File: src/hw/ali_map.vh
// Constants of the accelerometer loop interrogator.
// Assumes a 20 MHz mclk; all pulse trains arrive from the guidance computer.
`ifndef ALI_MAP_VH
`define ALI_MAP_VH
`define ALI_CLK_HZ 20000000
`define ALI_SAMPLE_RATE_PPS 3200
`define ALI_PERIOD_CYC (`ALI_CLK_HZ / `ALI_SAMPLE_RATE_PPS)
`define ALI_STROBE_NS 2000
`define ALI_STROBE_MIN_CYC ((`ALI_STROBE_NS * 20 + 999) / 1000)
`define ALI_HALF_CYCLE_PULSES 3
`define ALI_DIR_POS 1'b1
`define ALI_DIR_NEG 1'b0
`define ALI_TORQ_RST 1'b1
`define ALI_CNT_W 13
`endif

File: src/hw/ali_sync.v
// Two-stage synchroniser for one pulse or phase input of the interrogator.
// Assumes the input is asynchronous to mclk.
`timescale 1ns/10ps
module ali_sync (
  input wire mclk,
  input wire rstn,
  input wire din,
  output wire dout
);
  reg meta_ff;
  reg sync_ff;
  always @(posedge mclk or negedge rstn) begin
    if (!rstn) begin
      meta_ff <= 1'b0;
      sync_ff <= 1'b0;
    end else begin
      meta_ff <= din;
      sync_ff <= meta_ff;
    end
  end
  assign dout = sync_ff;
endmodule

File: src/hw/ali_edge.v
// Rising-edge detector on a synchronised level.
// Assumes the input already passed a synchroniser.
`timescale 1ns/10ps
module ali_edge (
  input wire mclk,
  input wire rstn,
  input wire din,
  output wire rise
);
  reg last_ff;
  always @(posedge mclk or negedge rstn) begin
    if (!rstn) begin
      last_ff <= 1'b0;
    end else begin
      last_ff <= din;
    end
  end
  assign rise = din & ~last_ff;
endmodule

File: src/hw/ali_interrogator.v
// Accelerometer loop interrogator and binary torque current switch logic.
// Assumes strobe, switch and data pulse trains arrive from the guidance computer.
`timescale 1ns/10ps
`include "ali_map.vh"

module ali_interrogator (
  input wire mclk,
  input wire rstn,
  input wire sample_strobe,
  input wire phase_zero,
  input wire phase_pi,
  input wire switch_pulse,
  input wire data_pulse,
  output reg positive_torque_set_pulse,
  output reg negative_torque_set_pulse,
  output reg pos_current_en,
  output reg neg_current_en,
  output reg pos_velocity_pulse,
  output reg neg_velocity_pulse,
  output reg loop_armed,
  output reg [`ALI_CNT_W-1:0] pos_run_len,
  output reg [`ALI_CNT_W-1:0] neg_run_len
);
  wire strobe_s;
  wire zero_s;
  wire pi_s;
  wire switch_s;
  wire data_s;
  wire switch_rise;
  wire data_rise;
  wire set_gate;
  wire rst_gate;
  reg sample_dir_ff;
  reg nxt_sample_dir;
  reg armed_ff;
  reg nxt_armed;
  reg torq_dir_ff;
  reg nxt_torq_dir;
  reg [`ALI_CNT_W-1:0] run_ff;
  reg [`ALI_CNT_W-1:0] nxt_run;

  function [`ALI_CNT_W-1:0] sat_inc;
    input [`ALI_CNT_W-1:0] v;
    begin
      if (&v) begin
        sat_inc = v;
      end else begin
        sat_inc = v + {{(`ALI_CNT_W-1){1'b0}}, 1'b1};
      end
    end
  endfunction

  // Every pulse and phase pin crosses two flip-flops; phase inputs are sampled, not edge-detected.
  ali_sync u_sync_strobe (.mclk(mclk), .rstn(rstn), .din(sample_strobe), .dout(strobe_s));
  ali_sync u_sync_zero (.mclk(mclk), .rstn(rstn), .din(phase_zero), .dout(zero_s));
  ali_sync u_sync_pi (.mclk(mclk), .rstn(rstn), .din(phase_pi), .dout(pi_s));
  ali_sync u_sync_switch (.mclk(mclk), .rstn(rstn), .din(switch_pulse), .dout(switch_s));
  ali_sync u_sync_data (.mclk(mclk), .rstn(rstn), .din(data_pulse), .dout(data_s));
  ali_edge u_edge_switch (.mclk(mclk), .rstn(rstn), .din(switch_s), .rise(switch_rise));
  ali_edge u_edge_data (.mclk(mclk), .rstn(rstn), .din(data_s), .rise(data_rise));

  // Both phases at once is an amplifier fault; neither gate fires then, so
  // set and reset can never act in the same cycle.
  assign set_gate = strobe_s & zero_s & ~pi_s;
  assign rst_gate = strobe_s & pi_s & ~zero_s;

  // Sampling flip-flop.
  always @* begin
    nxt_sample_dir = sample_dir_ff;
    nxt_armed = armed_ff;
    if (set_gate) begin
      nxt_sample_dir = `ALI_DIR_POS;
      nxt_armed = 1'b1;
    end else if (rst_gate) begin
      nxt_sample_dir = `ALI_DIR_NEG;
      nxt_armed = 1'b1;
    end
  end

  always @(posedge mclk or negedge rstn) begin
    if (!rstn) begin
      sample_dir_ff <= `ALI_DIR_POS;
      armed_ff <= 1'b0;
    end else begin
      sample_dir_ff <= nxt_sample_dir;
      armed_ff <= nxt_armed;
    end
  end

  // Torque switch flip-flop follows the torque-set pulses only once armed, so
  // no winding choice is made from a guessed float side after power-up.
  wire take_switch;
  wire take_data;
  wire run_end;
  reg torq_live_ff;
  reg nxt_torq_live;
  reg nxt_loop_armed;
  reg nxt_pos_set;
  reg nxt_neg_set;
  reg nxt_pos_cur;
  reg nxt_neg_cur;
  reg nxt_pos_vel;
  reg nxt_neg_vel;
  reg [`ALI_CNT_W-1:0] nxt_pos_run;
  reg [`ALI_CNT_W-1:0] nxt_neg_run;

  // One output gate: a taken pulse passes only for the wanted direction.
  // Every set, enable and velocity gate of the block is this one, so no two can disagree on polarity.
  function dir_gate;
    input take;
    input dir;
    input want;
    begin
      dir_gate = take & (dir == want);
    end
  endfunction

  assign take_switch = switch_rise & armed_ff;
  // Velocity pulses wait for the first torque choice, so the computer never
  // counts a period in which neither winding was energised.
  assign take_data = data_rise & torq_live_ff;
  // The first taken switch pulse after arming only starts a run; it ends none.
  assign run_end = take_switch & torq_live_ff & (sample_dir_ff != torq_dir_ff);

  always @* begin
    nxt_torq_dir = torq_dir_ff;
    nxt_torq_live = torq_live_ff;
    if (take_switch) begin
      nxt_torq_dir = sample_dir_ff;
      nxt_torq_live = 1'b1;
    end
  end

  // The torque flip-flop resets positive but drives nothing until it takes a pulse.
  always @(posedge mclk or negedge rstn) begin
    if (!rstn) begin
      torq_dir_ff <= `ALI_TORQ_RST;
      torq_live_ff <= 1'b0;
    end else begin
      torq_dir_ff <= nxt_torq_dir;
      torq_live_ff <= nxt_torq_live;
    end
  end

  // Run length of the current winding in strobe periods, for observing the
  // three-and-three pattern; it saturates rather than wraps.
  always @* begin
    nxt_run = run_ff;
    if (take_switch) begin
      if (!torq_live_ff || run_end) begin
        nxt_run = {{(`ALI_CNT_W-1){1'b0}}, 1'b1};
      end else begin
        nxt_run = sat_inc(run_ff);
      end
    end
  end

  always @(posedge mclk or negedge rstn) begin
    if (!rstn) begin
      run_ff <= {`ALI_CNT_W{1'b0}};
    end else begin
      run_ff <= nxt_run;
    end
  end

  // The arm flag leaves one clock late, in step with the other outputs.
  always @* begin
    nxt_loop_armed = armed_ff;
  end

  // Both set gates read one flip-flop bit, so they can never fire together.
  always @* begin
    nxt_pos_set = dir_gate(take_switch, sample_dir_ff, `ALI_DIR_POS);
  end

  always @* begin
    nxt_neg_set = dir_gate(take_switch, sample_dir_ff, `ALI_DIR_NEG);
  end

  // Enables come from the next torque state, so they move on the same edge as
  // the torque-set pulse that causes them and never before the first one.
  always @* begin
    nxt_pos_cur = dir_gate(nxt_torq_live, nxt_torq_dir, `ALI_DIR_POS);
  end

  always @* begin
    nxt_neg_cur = dir_gate(nxt_torq_live, nxt_torq_dir, `ALI_DIR_NEG);
  end

  always @* begin
    nxt_pos_vel = dir_gate(take_data, torq_dir_ff, `ALI_DIR_POS);
  end

  always @* begin
    nxt_neg_vel = dir_gate(take_data, torq_dir_ff, `ALI_DIR_NEG);
  end

  always @* begin
    nxt_pos_run = pos_run_len;
    nxt_neg_run = neg_run_len;
    if (run_end) begin
      if (torq_dir_ff == `ALI_DIR_POS) begin
        nxt_pos_run = run_ff;
      end else begin
        nxt_neg_run = run_ff;
      end
    end
  end

  // Every output leaves straight from its own flip-flop, so the current
  // switches and the computer never see a gate glitch.
  always @(posedge mclk or negedge rstn) begin
    if (!rstn) begin
      loop_armed <= 1'b0;
    end else begin
      loop_armed <= nxt_loop_armed;
    end
  end

  always @(posedge mclk or negedge rstn) begin
    if (!rstn) begin
      positive_torque_set_pulse <= 1'b0;
    end else begin
      positive_torque_set_pulse <= nxt_pos_set;
    end
  end

  always @(posedge mclk or negedge rstn) begin
    if (!rstn) begin
      negative_torque_set_pulse <= 1'b0;
    end else begin
      negative_torque_set_pulse <= nxt_neg_set;
    end
  end

  always @(posedge mclk or negedge rstn) begin
    if (!rstn) begin
      pos_current_en <= 1'b0;
    end else begin
      pos_current_en <= nxt_pos_cur;
    end
  end

  always @(posedge mclk or negedge rstn) begin
    if (!rstn) begin
      neg_current_en <= 1'b0;
    end else begin
      neg_current_en <= nxt_neg_cur;
    end
  end

  always @(posedge mclk or negedge rstn) begin
    if (!rstn) begin
      pos_velocity_pulse <= 1'b0;
    end else begin
      pos_velocity_pulse <= nxt_pos_vel;
    end
  end

  always @(posedge mclk or negedge rstn) begin
    if (!rstn) begin
      neg_velocity_pulse <= 1'b0;
    end else begin
      neg_velocity_pulse <= nxt_neg_vel;
    end
  end

  always @(posedge mclk or negedge rstn) begin
    if (!rstn) begin
      pos_run_len <= {`ALI_CNT_W{1'b0}};
    end else begin
      pos_run_len <= nxt_pos_run;
    end
  end

  always @(posedge mclk or negedge rstn) begin
    if (!rstn) begin
      neg_run_len <= {`ALI_CNT_W{1'b0}};
    end else begin
      neg_run_len <= nxt_neg_run;
    end
  end
endmodule

File: config.mk
export PLATFORM = sky130hd
export DESIGN_NAME = ali_interrogator
export DESIGN_NICKNAME = d
export VERILOG_FILES = /design/src/hw/ali_sync.v /design/src/hw/ali_edge.v /design/src/hw/ali_interrogator.v
export VERILOG_INCLUDE_DIRS = /design/src /design/src/hw
export SDC_FILE = /design/constraint.sdc
export NUM_CORES = 1
export LEC_CHECK = 0
export BUFFER_PORTS_ARGS = -buffer_cell sky130_fd_sc_hd__buf_2
export CORE_ASPECT_RATIO = 0.8
export CORE_UTILIZATION = 35
export CTS_BUF_LIST = sky130_fd_sc_hd__clkbuf_2
export CTS_CLUSTER_DIAMETER = 80
export CTS_CLUSTER_SIZE = 8
export DETAILED_ROUTE_END_ITERATION = 10
export PLACE_DENSITY = 0.6
export SLEW_MARGIN = 20
export SYNTH_ARGS = -nofsm -noshare
export SYNTH_HDL_FRONTEND = slang
export SYNTH_SLANG_ARGS = --single-unit
File: constraint.sdc
create_clock -name mclk -period 4.95 [get_ports mclk]
set_input_delay 0.7425 -clock mclk [delete_from_list [all_inputs] [get_ports mclk]]
set_output_delay 0.7425 -clock mclk [all_outputs]
set_load 0.03 [all_outputs]
==> Yosys cells after proc, flatten, opt, wreduce, memory -nomap -nowiden <==
Cells that the tools add are included.
{ "word_totals": {"register_bits": 62, "out_inout_bits": 33, "elab_cells": 67} }
{ "op_classes": {"add_sub_neg": 1, "muxes": 8, "n_eq_ne": 2, "bitwise_logic": 23, "reduce_logical": 7} }
{ "ops": {"columns": ["operator", "n"], "rows": [
  ["13-bit 2-to-1 mux", 2],
  ["1-bit AND", 16],
  ["13-bit by 1-bit adder with 13-bit output (second input constant)", 1],
  ["13-bit AND reduction", 1],
  ["1-bit inverter", 7],
  ["1-bit 2-to-1 mux", 6],
  ["2-bit AND reduction", 3],
  ["2-bit inequality test (second input constant)", 1],
  ["2-bit nonzero test", 1],
  ["1-bit logical NOT", 1],
  ["1-bit logical OR", 1],
  ["1-bit inequality test", 1]
]} }

==> Depth between registers and ports, before layout <==
{ "logic_depth": {"depth_word": 8, "depth_mapped": 6, "mapped_depth_nobuf": 5} }

==> Modules after synthesis <==
From an unflattened synthesis, not the netlist that was laid out.
{ "hier_totals": {"hier_cells": 185, "area_unflattened_um2": 2457.4} }
{ "by_module_without_submodules": {"columns": ["module", "area_each_um2", "instances", "cells_each", "seq_area_each_um2"], "rows": [
  ["ali_interrogator", 2129.5, 1, 171, 1253.7],
  ["ali_sync", 50.0, 5, 2, 50.0],
  ["ali_edge", 38.8, 2, 2, 25.0]
]} }

==> Worst setup path after synthesis <==
No wires, ideal clock.
{ "synth_path": {"kind": "reg-to-reg", "startpoint": "register sample_dir_ff", "endpoint": "register neg_run_len[10]", "stages_incl_launch_ff": 5, "t_required_ns": 4.822, "arrival_ns": 1.467, "path_buffers": 1, "synth_period_minus_slack_ns": 1.594, "setup_time_ns": 0.128, "path_slack_ns": 3.356, "path_cell_list": "dfstp_2 > nand2_1 > nor3b_2 > buf_4 > mux2_1"} }
{ "synth_via": {"elab_chain_len": 3} }
{ "synth_lines": {"columns": ["item", "line", "rtl"], "rows": [
  ["from (decl)", "ali_interrogator.v:33", "reg sample_dir_ff;"],
  ["from (signal assigned)", "ali_interrogator.v:82", "sample_dir_ff <= `ALI_DIR_POS;"],
  ["from (signal assigned)", "ali_interrogator.v:85", "sample_dir_ff <= nxt_sample_dir;"],
  ["1-bit inequality test", "ali_interrogator.v:123", "assign run_end = take_switch & torq_live_ff & (sample_dir_ff != torq_dir_ff);"],
  ["1-bit AND", "ali_interrogator.v:123", null],
  ["2-bit AND reduction (no line)", null, null],
  ["to (signal assigned)", "ali_interrogator.v:278", "neg_run_len <= {`ALI_CNT_W{1'b0}};"],
  ["to (signal assigned)", "ali_interrogator.v:280", "neg_run_len <= nxt_neg_run;"],
  ["to (decl)", "ali_interrogator.v:22", "output reg [`ALI_CNT_W-1:0] neg_run_len"]
]} }
Every way passes these cells.
A chain may end at the register's enable or synchronous reset.

==> Worst setup path after layout <==
{ "layout_path": {"startpoint": "register u_edge_switch.last_ff", "endpoint": "register neg_run_len[7]"} }
{ "layout_via": {"elab_chain_len": 6} }
{ "layout_lines": {"columns": ["item", "line", "rtl"], "rows": [
  ["from (decl)", "ali_edge.v:10", "reg last_ff;"],
  ["from (signal assigned)", "ali_edge.v:15", "last_ff <= din;"],
  ["1-bit inverter", "ali_edge.v:18", "assign rise = din & ~last_ff;"],
  ["1-bit AND", "ali_edge.v:18", null],
  ["1-bit AND", "ali_interrogator.v:118", "assign take_switch = switch_rise & armed_ff;"],
  ["1-bit AND (2 in a row)", "ali_interrogator.v:123", null],
  ["2-bit AND reduction (no line)", null, null]
]} }
Every way passes these cells.

==> metrics.yaml <==
synthesis:
  yosysSeqAreaShare: 0.619
  synthCells: 193
  yosysMostFrequentCell: "dfrtp_1"
  synth-edff-count: 0
  synth_top_cell_by_area: "dfrtp_1"
  ys_dominant_reg_cell: "dfrtp_1"
  async_flop_share: 1.00
  synth_seq_cells: 62
  ys_types: 48
  synth-warning-count: 0
  synthTopCellsByCount: "dfrtp_1, mux2_1, nand2_1"
  syn_area_um2: 2510
  syn_area_per_cell_um2: 13.0
  syn_nets: 201
  synthTopCellsByArea: "dfrtp_1, mux2_1, dfstp_2, nand2_1, nand3_1"
  synth_top_cell_area_share: 0.599
route:
  drtIter0Drc: 96
  drcViolationCount: 0
  drt-wirelength-per-cell_um: 14.6
  firstDrtPassIters: 4
  via_count: 1648
  wl_mm: 4.72
  drt.antenna.violating_nets: 0
  viasPerCell: 5.09
setup_path:
  r2r_end: "neg_run_len[7]$_DFFE_PN0P_"
  cp.required_ns: 5.32
  path_max_fanout: 13
  ff2ff_setup_slack_ns: 2.68
  cp.arrival_ns: 2.64
  critPathCaptureType: "register"
  criticalPathCategory: "register to register"
  rr_startpoint: "u_edge_switch.last_ff$_DFF_PN0_"
  startpoint_type: "register"
  reg2reg_depth: 4
power:
  p_per_area_nw_per_um2: 375
  power_uw: 1070
  ir_drop_v: 0.000212
  leakagePower_uw: 0.00143
timing:
  tightest_slew_ns: 0.879
  post-route-period-util: 0.459
  rsz0062_at_grt: "no"
  max_freq_mhz: 440
  maxSlewViolCount: 0
  fin_ws_ns: 2.68
  hold_viol_final: 0
  maxSlewHeadroom: 0.409
  fin_tns_setup_ns: 0
  fin_skew_ns: 0.0211
  finalCriticalPeriod_ns: 2.27
  setup_viol: 0
global_route:
  grt_usage: 0.145
  first_global_vias: 1586
  grt_pass1_wl_mm: 8.24
  grt_max_degree: 63
  antenna_found_initial: 0
  grt_overflow_total: 0
layout:
  top_regs: "neg_run_len x13, pos_run_len x13, run_ff x13"
  fin_nets: 240
  drive_above_1_share: 0.278
  syn2layout_area_growth_pct: 14.3
  antennaDiodeCount: 0
placement:
  place_ws_ns: 2.69
  dp_hpwl_mm: 3.15
  gp_congestion: 0.900
  numPortBuffers: 39
floorplan:
  die_area_um2: 7510
  io_pins: 40
  chipWidth_um: 96.7
  start_util: 0.364
  rows: 27
  core_area_um2: 6890
  fp.dieH_um: 77.7
cts:
  clk_pin_slew_ns: 0.17
  clockBufferDepth: 2
  clkSinkCount: 62
  cts_tree: "yes"
  hold_buffers: 0
  clk_latency_ns: 0.49
  post-cts-setup-buffer-count: 0
  h-tree-depth: 3
  ctsRootBufferMaster: "clkbuf_2"
  cts_made_buffers: 9
  cts_resized: 0
outcome:
  status: "finished clean"
min_path:
  min_path_type: "primary input to register"
  worstHoldStart: "data_pulse"
  hold-path-endpoint: "u_sync_data.meta_ff$_DFF_PN0_"
  hold_depth: 1
job:
  cap_violations: 0
[metrics by stage]
step	hold slack (ns)	cell area, µm²	util	instances
floorplan	0.331	2510	-	193
finish	0.339	2870	0.416	324
global placement	0.334	2760	0.400	308
detailed placement	0.336	2760	0.401	308
global route	0.274	2870	0.416	324
CTS	0.295	2870	0.416	324
[where the power goes]
| part | internal, µW | total, µW | leakage [µW] | switching, µW |
|---|---|---|---|---|
| Sequential | 557 | 598 | 0.000798 | 41.0 |
| Combinational | 62.4 | 187 | 0.000567 | 125 |
| Clock | 117 | 289 | 0.0000670 | 172 |
| Total | 736 | 1070 | 0.00143 | 338 |
[logic make-up after synthesis]
kind of cell             synth area share
AO/OA/AOI/OAI                      0.0718
flip-flops                          0.619
XOR/XNOR                          0.00998
multiplexers                        0.125
buffers and inverters              0.0289
AND/OR/NAND/NOR                     0.140
adder cells (fa/ha/maj)           0.00499
[per-layer routing]
layer / global-route usage / vias to the layer above / routed length, µm
met5: 0 / - / 0
met4: 0.0806 / 0 / 85
met3: 0.0568 / 7 / 296
met2: 0.180 / 59 / 1860
met1: 0.210 / 797 / 2480
li1: - / 785 / -
[cell type report]
class,count,area (µm²)
Clock buffer,11,55.1
Clock inverter,5,50.0
Fill cell,680,4030
Inverter,2,7.51
Multi-Input combinational cell,117,888
Sequential cell,62,1550
Tap cell,87,109
Timing Repair Buffer,40,203
[worst max path at each step]
stage                                               start                     endpoint  slack (ns)  depth (start not counted)
after floorplan                 sample_dir_ff$_DFFE_PN1P_  neg_run_len[10]$_DFFE_PN0P_        3.36                          4
after global placement    u_edge_switch.last_ff$_DFF_PN0_  neg_run_len[11]$_DFFE_PN0P_        2.51                          4
after detailed placement  u_edge_switch.last_ff$_DFF_PN0_  pos_run_len[12]$_DFFE_PN0P_        2.69                          4
after CTS                 u_edge_switch.last_ff$_DFF_PN0_   neg_run_len[7]$_DFFE_PN0P_        2.66                          4
after global routing      u_edge_switch.last_ff$_DFF_PN0_  pos_run_len[12]$_DFFE_PN0P_        2.51                          4
final                     u_edge_switch.last_ff$_DFF_PN0_   neg_run_len[7]$_DFFE_PN0P_        2.68                          4
[critical path: stages, from the launching register on]
cell	delay (ns)
dfrtp_1	0.40
and3b_1	0.47
nand2_1	0.21
nor3b_4	0.69
mux2_1	0.38
[placed cells by master (no fill, tap or decap), types with 3 or more instances in the layout]
cell / Yosys / layout
dfrtp_1: 60 / 60
buf_2: 4 / 39
mux2_1: 23 / 23
nand2_1: 14 / 14
clkbuf_2: 0 / 11
nand3_1: 9 / 9
nor2_1: 7 / 7
o21ai_1: 6 / 6
nor3_1: 5 / 5
mux2_2: 4 / 4
a21oi_1: 4 / 4
and3_1: 3 / 3
or4_1: 3 / 3
a21o_1: 3 / 3
No activity file was read; power rests on OpenSTA's default activity.
